===== src/include/cis_pkg.sv =====
package cis_pkg;
  // ---------------------------------------------------------------
  // tuple codes and fixed values
  // ---------------------------------------------------------------
  localparam logic [7:0] CIS_MAKER_CODE = 8'h20;
  localparam logic [7:0] CIS_CONFIG_CODE = 8'h1A;
  localparam logic [7:0] CIS_CUSTOM_CODE = 8'hC0;
  localparam logic [7:0] CIS_END_MARK = 8'hFF;
  localparam logic [7:0] CIS_CFG_LINK_BASE = 8'h05;
  localparam logic [7:0] CIS_SUB_AREA_LEN = 8'h13;
  localparam logic [7:0] CIS_CUSTOM_LINK = 8'h0B;
  localparam logic [11:0] CIS_BASE_LIMIT = 12'hFFE;
  // ---------------------------------------------------------------
  // image layout (byte index, doubled on the bus)
  // ---------------------------------------------------------------
  localparam int CIS_MAKER_START = 0;
  localparam int CIS_CONFIG_START = 5;
  localparam int CIS_IMAGE_LEN = 40;
  localparam int CIS_ADDR_W = 7;
  // ---------------------------------------------------------------
  // attribute read timing
  // ---------------------------------------------------------------
  localparam int CIS_CLK_MHZ = 200;
  localparam int CIS_ACCESS_NS = 20;
  localparam int CIS_ACCESS_CYC = (CIS_ACCESS_NS * CIS_CLK_MHZ + 999) / 1000;
  typedef enum logic [1:0] {
    CIS_IDLE = 2'b00,
    CIS_WAIT = 2'b01,
    CIS_DONE = 2'b10
  } cis_state_e;
endpackage


===== src/include/cis_if.sv =====
`timescale 1ns/100ps
interface cis_if;
  logic [cis_pkg::CIS_ADDR_W-1:0] addr;
  logic req;
  logic [7:0] data;
  logic ack;
  modport card (input addr, input req, output data, output ack);
  modport host (output addr, output req, input data, input ack);
endinterface


===== src/hw/cis_card.sv =====
// Function
// - maker tuple: code 0x20, link, maker, info
// - config tuple opens with code 0x1A
// - config link is five plus field lengths
// - mask size field holds length minus one
// - base size field holds length minus one
// - host stops after last config index (cis_host stops at the first end marker after the mask byte instead)
// - config base address is even
// - config base address at most 0xFFE
// - presence mask bit set per implemented register
// - nineteen byte subtuple area holds custom subtuple
// - custom subtuple: number, extension, name string
`timescale 1ns/100ps
module cis_card #(
  parameter logic [7:0] MAKER_CODE = 8'h5A, // arbitrary value
  parameter logic [7:0] CARD_INFO = 8'h01, // arbitrary value
  parameter logic [7:0] LAST_INDEX = 8'h01,
  parameter logic [11:0] CONFIG_BASE = 12'h200,
  parameter logic [7:0] PRESENCE_MASK = 8'h01,
  parameter logic [7:0] IFACE_NUM = 8'h5B, // arbitrary value
  parameter logic [7:0] IFACE_EXT = 8'h03
) (
  input wire logic clk, // clock
  input wire logic rstn, // async reset, low
  cis_if.card bus // attribute read port
);
  import cis_pkg::*;
  // -------------------------------------------------------------
  // image
  // -------------------------------------------------------------
  localparam logic [11:0] BASE_SAFE =
    (CONFIG_BASE > CIS_BASE_LIMIT) ? CIS_BASE_LIMIT :
    {CONFIG_BASE[11:1], 1'b0};
  logic [7:0] rom [CIS_IMAGE_LEN];
  always_comb begin
    for (int i = 0; i < CIS_IMAGE_LEN; i++) begin
      rom[i] = CIS_END_MARK;
    end
    rom[0] = CIS_MAKER_CODE;
    rom[1] = 8'h04;
    rom[2] = MAKER_CODE;
    rom[3] = CARD_INFO;
    rom[4] = CIS_END_MARK;
    rom[5] = CIS_CONFIG_CODE;
    rom[6] = CIS_CFG_LINK_BASE + 8'h02 + 8'h01 + CIS_SUB_AREA_LEN;
    rom[7] = 8'h01;
    rom[8] = LAST_INDEX;
    rom[9] = BASE_SAFE[7:0];
    rom[10] = {4'h0, BASE_SAFE[11:8]};
    rom[11] = PRESENCE_MASK;
    rom[12] = CIS_CUSTOM_CODE;
    rom[13] = CIS_CUSTOM_LINK;
    rom[14] = IFACE_NUM;
    rom[15] = IFACE_EXT;
    rom[16] = 8'h43;
    rom[17] = 8'h49;
    rom[18] = 8'h46;
    rom[19] = 8'h5F;
    rom[20] = 8'h56;
    rom[21] = 8'h31;
    rom[22] = 8'h2E;
    rom[23] = 8'h30;
    rom[24] = 8'h30;
    rom[25] = 8'h00;
    rom[26] = CIS_END_MARK;
    for (int j = 27; j < 31; j++) begin
      rom[j] = 8'h00;
    end
    rom[31] = CIS_END_MARK;
  end
  // -------------------------------------------------------------
  // read port
  // -------------------------------------------------------------
  logic [CIS_ADDR_W-2:0] idx;
  logic [7:0] data_q;
  logic ack_q;
  assign idx = bus.addr[CIS_ADDR_W-1:1];
  always_ff @(posedge clk or negedge rstn) begin
    if (!rstn) begin
      data_q <= 8'h00;
      ack_q <= 1'b0;
    end else begin
      ack_q <= bus.req;
      if (bus.req) begin
        if (bus.addr[0] || idx >= CIS_IMAGE_LEN) begin
          data_q <= 8'h00;
        end else begin
          data_q <= rom[idx];
        end
      end
    end
  end
  assign bus.data = data_q;
  assign bus.ack = ack_q;
endmodule


===== src/flat_wrapper.sv =====
// flat-port wrapper written by rule: the top's interface ports become plain ports
module cis_card_flat import cis_pkg::*;
#(
  parameter logic [7:0] MAKER_CODE = 8'h5A,                   
  parameter logic [7:0] CARD_INFO = 8'h01,                   
  parameter logic [7:0] LAST_INDEX = 8'h01,
  parameter logic [11:0] CONFIG_BASE = 12'h200,
  parameter logic [7:0] PRESENCE_MASK = 8'h01,
  parameter logic [7:0] IFACE_NUM = 8'h5B,                   
  parameter logic [7:0] IFACE_EXT = 8'h03
)
  (clk, rstn, bus_addr, bus_req, bus_data, bus_ack);
  cis_if bus_i ();
  input wire logic clk;
  input wire logic rstn;
  input wire logic [$bits(bus_i.addr)-1:0] bus_addr;
  input wire logic [$bits(bus_i.req)-1:0] bus_req;
  output wire logic [$bits(bus_i.data)-1:0] bus_data;
  output wire logic [$bits(bus_i.ack)-1:0] bus_ack;
  assign bus_i.addr = bus_addr;
  assign bus_i.req = bus_req;
  assign bus_data = bus_i.data;
  assign bus_ack = bus_i.ack;
  cis_card #(.MAKER_CODE(MAKER_CODE), .CARD_INFO(CARD_INFO), .LAST_INDEX(LAST_INDEX), .CONFIG_BASE(CONFIG_BASE), .PRESENCE_MASK(PRESENCE_MASK), .IFACE_NUM(IFACE_NUM), .IFACE_EXT(IFACE_EXT)) u_core (.clk(clk), .rstn(rstn), .bus(bus_i));
endmodule

===== config.mk =====
export PLATFORM = sky130hd
export DESIGN_NAME = cis_card_flat
export DESIGN_NICKNAME = d
export VERILOG_FILES = /design/src/include/cis_pkg.sv /design/src/include/cis_if.sv /design/src/hw/cis_card.sv /design/src/flat_wrapper.sv
export SDC_FILE = /design/constraint.sdc
export NUM_CORES = 1
export LEC_CHECK = 0
export ABC_CLOCK_PERIOD_IN_PS = 800
export BUFFER_PORTS_ARGS = -buffer_cell sky130_fd_sc_hd__buf_4
export CORE_MARGIN = 8
export CORE_UTILIZATION = 27
export DETAILED_ROUTE_END_ITERATION = 16
export PLACE_DENSITY = 0.54
export SLEW_MARGIN = 40
export SYNTH_ARGS = -nofsm -noshare
export SYNTH_HDL_FRONTEND = slang
export SYNTH_SLANG_ARGS = --single-unit

===== constraint.sdc =====
create_clock -name clk -period 0.8 [get_ports clk]
set_input_delay 0.16 -clock clk [delete_from_list [all_inputs] [get_ports clk]]
set_output_delay 0.16 -clock clk [all_outputs]
set_load 0.1 [all_outputs]

==> report_table.html <==
<table>
<tr><th>Metric</th><th>Value</th></tr>
<tr><th colspan="2">Outcome</th></tr>
<tr><td>Outcome</td><td>finished, violations left</td></tr>
<tr><td>Failing checks</td><td>negative setup slack</td></tr>
<tr><th colspan="2">CTS</th></tr>
<tr><td>Clock insertion delay at the later pin of the skew report</td><td>between 0.2 and 0.3 ns</td></tr>
<tr><td>Root buffer cell</td><td>clkbuf_4</td></tr>
<tr><td>H-Tree Depth</td><td>1</td></tr>
<tr><td>TritonCTS clock tree</td><td>done</td></tr>
<tr><td>Number of CTS-inserted buffers</td><td>3</td></tr>
<tr><td>Post-CTS clock slew at the launch and capture registers of the worst setup and hold paths</td><td>roughly 0.060 ns</td></tr>
<tr><td>Max Buffers Root-to-Sink</td><td>2</td></tr>
<tr><td>Number of clock sinks</td><td>9</td></tr>
<tr><th colspan="2">Timing</th></tr>
<tr><td>Tightest slew margin relative to the limit</td><td>0.8079</td></tr>
<tr><td>Setup skew after layout</td><td>0 ns</td></tr>
<tr><td>Final worst path period need</td><td>approximately 1.1 ns</td></tr>
<tr><td>Setup TNS</td><td>-4.323 ns</td></tr>
<tr><td>Worst slack on hold paths</td><td>around 0.15 ns</td></tr>
<tr><td>Max-slew violation count</td><td>0</td></tr>
<tr><td>Number of hold violations in the final report</td><td>0</td></tr>
<tr><td>Setup repair after global routing missed its margin</td><td>true</td></tr>
<tr><td>Highest clock rate</td><td>between 900 and 1000 MHz</td></tr>
<tr><td>Worst Setup Slack, final</td><td>-0.2945 ns</td></tr>
<tr><td>Transition time at the pin with the least slew margin</td><td>between 0.2 and 0.3 ns</td></tr>
<tr><td>Final setup violation count</td><td>17</td></tr>
<tr><td>Crit share post-route</td><td>1.368</td></tr>
<tr><th colspan="2">Route</th></tr>
<tr><td>Routed vias</td><td>about 820</td></tr>
<tr><td>Post-route DRC violation count</td><td>0</td></tr>
<tr><td>First DRT Iteration DRCs</td><td>10</td></tr>
<tr><td>First drt pass iteration count</td><td>4</td></tr>
<tr><td>Number of antenna-violating nets in the routed design</td><td>0</td></tr>
<tr><td>Average routed wire per standard cell</td><td>roughly 14 um</td></tr>
<tr><td>Vias per cell</td><td>4.982</td></tr>
<tr><td>Total wire length after detailed routing</td><td>about 2.4 mm</td></tr>
<tr><th colspan="2">Power and ir drop</th></tr>
<tr><td>Power per standard cell area</td><td>1300 mW/mm^2</td></tr>
<tr><td>Largest vdd supply drop</td><td>~0.38 mV</td></tr>
<tr><td>P_leak</td><td>between 0.6 and 0.7 nW</td></tr>
<tr><th colspan="2">Setup path</th></tr>
<tr><td>Startpoint class of the critical path</td><td>register</td></tr>
<tr><td>Element type at the critical path end</td><td>primary output</td></tr>
<tr><td>Family of cells with the greatest summed delay on the critical path</td><td>flip-flops</td></tr>
<tr><td>Worst flop-to-flop path startpoint</td><td>u_core.bus.data[1]$_DFFE_PN0P_</td></tr>
<tr><td>Arrival time at the worst endpoint</td><td>roughly 0.93 ns</td></tr>
<tr><td>Beginning of the critical path</td><td>u_core.bus.data[5]$_DFFE_PN0P_</td></tr>
<tr><td>Cell chain of the critical path</td><td>buf_12</td></tr>
<tr><td>Master of the slowest instance on the critical path</td><td>dfrtp_4</td></tr>
<tr><td>Buffers plus inverters on the worst setup path</td><td>1</td></tr>
<tr><td>Critical path's largest stage delay</td><td>slightly below 0.5 ns</td></tr>
<tr><td>Worst Path Required</td><td>~0.64 ns</td></tr>
<tr><td>Critical path class</td><td>register to primary output</td></tr>
<tr><td>Maximum fanout count along the critical path</td><td>2</td></tr>
<tr><th colspan="2">Die</th></tr>
<tr><td>Die width</td><td>71.05 um</td></tr>
<tr><td>Site row count</td><td>20</td></tr>
<tr><td>Starting density of the core</td><td>0.2748</td></tr>
<tr><td>Core footprint</td><td>just under 0.003 mm^2</td></tr>
<tr><td>Top-level port count</td><td>19</td></tr>
<tr><td>Vertical die dimension</td><td>a little over 70 um</td></tr>
<tr><td>Floorplan die area</td><td>0.005048 mm^2</td></tr>
<tr><th colspan="2">GRT</th></tr>
<tr><td>Via count of the first global-routing pass</td><td>between 800 and 900</td></tr>
<tr><td>First-pass GRT wire length</td><td>around 3.9 mm</td></tr>
<tr><td>GRT overflow</td><td>0</td></tr>
<tr><td>Overall global routing resource usage</td><td>0.09583</td></tr>
<tr><td>Pin count of the biggest net entering global routing</td><td>16</td></tr>
<tr><td>Number of antenna violations at the first check in global routing</td><td>0</td></tr>
<tr><th colspan="2">Logic synthesis</th></tr>
<tr><td>Synth Instances</td><td>94</td></tr>
<tr><td>Netlist Area Pre-Place</td><td>818.3 um^2</td></tr>
<tr><td>Part of the Yosys area used for sequential elements</td><td>0.2752</td></tr>
<tr><td>Distinct cells, synth</td><td>35</td></tr>
<tr><td>Number of flops mapped to enable cells by yosys</td><td>0</td></tr>
<tr><td>Number of synthesis warnings</td><td>0</td></tr>
<tr><td>Async S/R FF share, synth</td><td>1.000</td></tr>
<tr><td>Synth Register Bits</td><td>9</td></tr>
<tr><td>Post-synthesis area per instance</td><td>between 8 and 9 um^2</td></tr>
<tr><td>Net count of the mapped netlist</td><td>~110</td></tr>
<tr><td>Primary FF master, synth</td><td>dfrtp_1</td></tr>
<tr><th colspan="2">Final layout</th></tr>
<tr><td>FF/Latch Area</td><td>259.0 um^2</td></tr>
<tr><td>Most common library cell in the layout ignoring fill and taps</td><td>buf_4</td></tr>
<tr><td>Signed area change from the synthesized netlist to the final layout</td><td>87.16%</td></tr>
<tr><td>Most used cells in the layout excluding fill and tap cells</td><td>24 x buf_4, 10 x buf_12, 9 x inv_1, 9 x dfrtp_4, 6 x nand2b_1</td></tr>
<tr><td>Fillers</td><td>283</td></tr>
<tr><td>Antenna diode count</td><td>0</td></tr>
<tr><td>Fraction of layout cells with a size suffix above 1</td><td>0.6212</td></tr>
<tr><td>Fin nets</td><td>150</td></tr>
<tr><td>Area taken by multi-input logic gates</td><td>683.2 um^2</td></tr>
<tr><th colspan="2">Placement</th></tr>
<tr><td>Post-DP HPWL</td><td>1.773 mm</td></tr>
<tr><td>Routability cong.</td><td>0.7863</td></tr>
<tr><td>Count of port buffers added during placement</td><td>18</td></tr>
<tr><th colspan="2">Worst hold path</th></tr>
<tr><td>Startpoint of the tightest hold check path</td><td>bus_req</td></tr>
<tr><td>Hold/Removal Path Class</td><td>input port to register</td></tr>
<tr><th colspan="2">Run</th></tr>
<tr><td>Max cap viols</td><td>0</td></tr>
</table>
[worst paths after layout]
check                                            endpoint  slack [ns]  depth (start not counted)
max                                           bus_data[5]       -0.29                          1
min                              u_core.bus.ack$_DFF_PN0_        0.15                          2
max reg2reg                u_core.bus.data[1]$_DFFE_PN0P_       -0.16                          3
min reg2reg                u_core.bus.data[5]$_DFFE_PN0P_        0.65                          2
max in group asynchronous  u_core.bus.data[6]$_DFFE_PN0P_        0.39                          2
min in group asynchronous  u_core.bus.data[5]$_DFFE_PN0P_        0.25                          2
[what timing repair did]
item | in CTS | in global routing
setup buffers | 0 | 4
endpoints found under the hold margin | 9 | 0
endpoints found under the setup margin | 17 | 17
gates resized for setup | 50 | 18
pin swaps | 16 | 15
hold buffers | 1 | 0
gates cloned | 0 | 0
[flip-flops by register name (all words and copies together) (netlist names)]
register	count
u_core.bus.ack	1
u_core.bus.data	8
[stage by stage]
stage	cells	setup slack, ns	instance area, um^2	utilization	power, W
2_1_floorplan	94	-0.3515	905.9	-	0.001134
3_5_place_dp	156	-0.5949	1140	0.3828	0.001350
4_1_cts	161	-0.3071	1411	0.4740	0.001920
5_1_grt	165	-0.3220	1531	0.5143	0.002085
6_report	165	-0.2945	1531	0.5143	0.001990
3_3_place_gp	156	-0.5932	1140	0.3828	0.001343
[layer usage]
layer	track usage	routed length (um)
met1	0.1106	1080
met2	0.1627	1174
met3	0.01977	90
met4	0.04850	36
met5	0	0
[synthesized netlist by cell type (2+ instances only)]
| cell type | instances | area share |
|---|---|---|
| a211o_1 | 2 | 0.021 |
| a211oi_1 | 2 | 0.018 |
| a21oi_1 | 5 | 0.031 |
| a22oi_1 | 3 | 0.028 |
| a31oi_1 | 2 | 0.015 |
| buf_2 | 2 | 0.012 |
| buf_6 | 4 | 0.055 |
| dfrtp_1 | 9 | 0.28 |
| ha_1 | 7 | 0.11 |
| inv_1 | 12 | 0.055 |
| mux2i_1 | 2 | 0.024 |
| nand2_1 | 3 | 0.014 |
| nand2b_1 | 6 | 0.046 |
| nor2_1 | 5 | 0.023 |
| nor3_1 | 2 | 0.012 |
| o21ai_0 | 3 | 0.018 |
| o221ai_1 | 4 | 0.043 |
| o22ai_1 | 4 | 0.031 |
[kinds of logic (layout without fill, tap and decap cells)]
group,after synthesis,after routing,synth area share
buf+inv,19,57,0.1315
flops,9,9,0.2752
fa+ha+maj,7,7,0.1070
simple gates,25,25,0.1820
compound gates,32,32,0.2798
mux,2,2,0.02447
[where the power goes]
part / internal (W) / total, W / switching [W]
Sequential: 0.000524 / 0.000569 / 0.0000449
Combinational: 0.000448 / 0.00106 / 0.000607
Clock: 0.000193 / 0.000366 / 0.000173
[area by class of cell]
cell class                 instances  share of cell area
tap                               33             0.02696
clock buffer                       4             0.01716
timing repair buffer              41              0.3039
inverter                          12             0.03676
sequential                         9              0.1691
multi-input combinational         66              0.4461
Power figures use the tool's default switching activity.
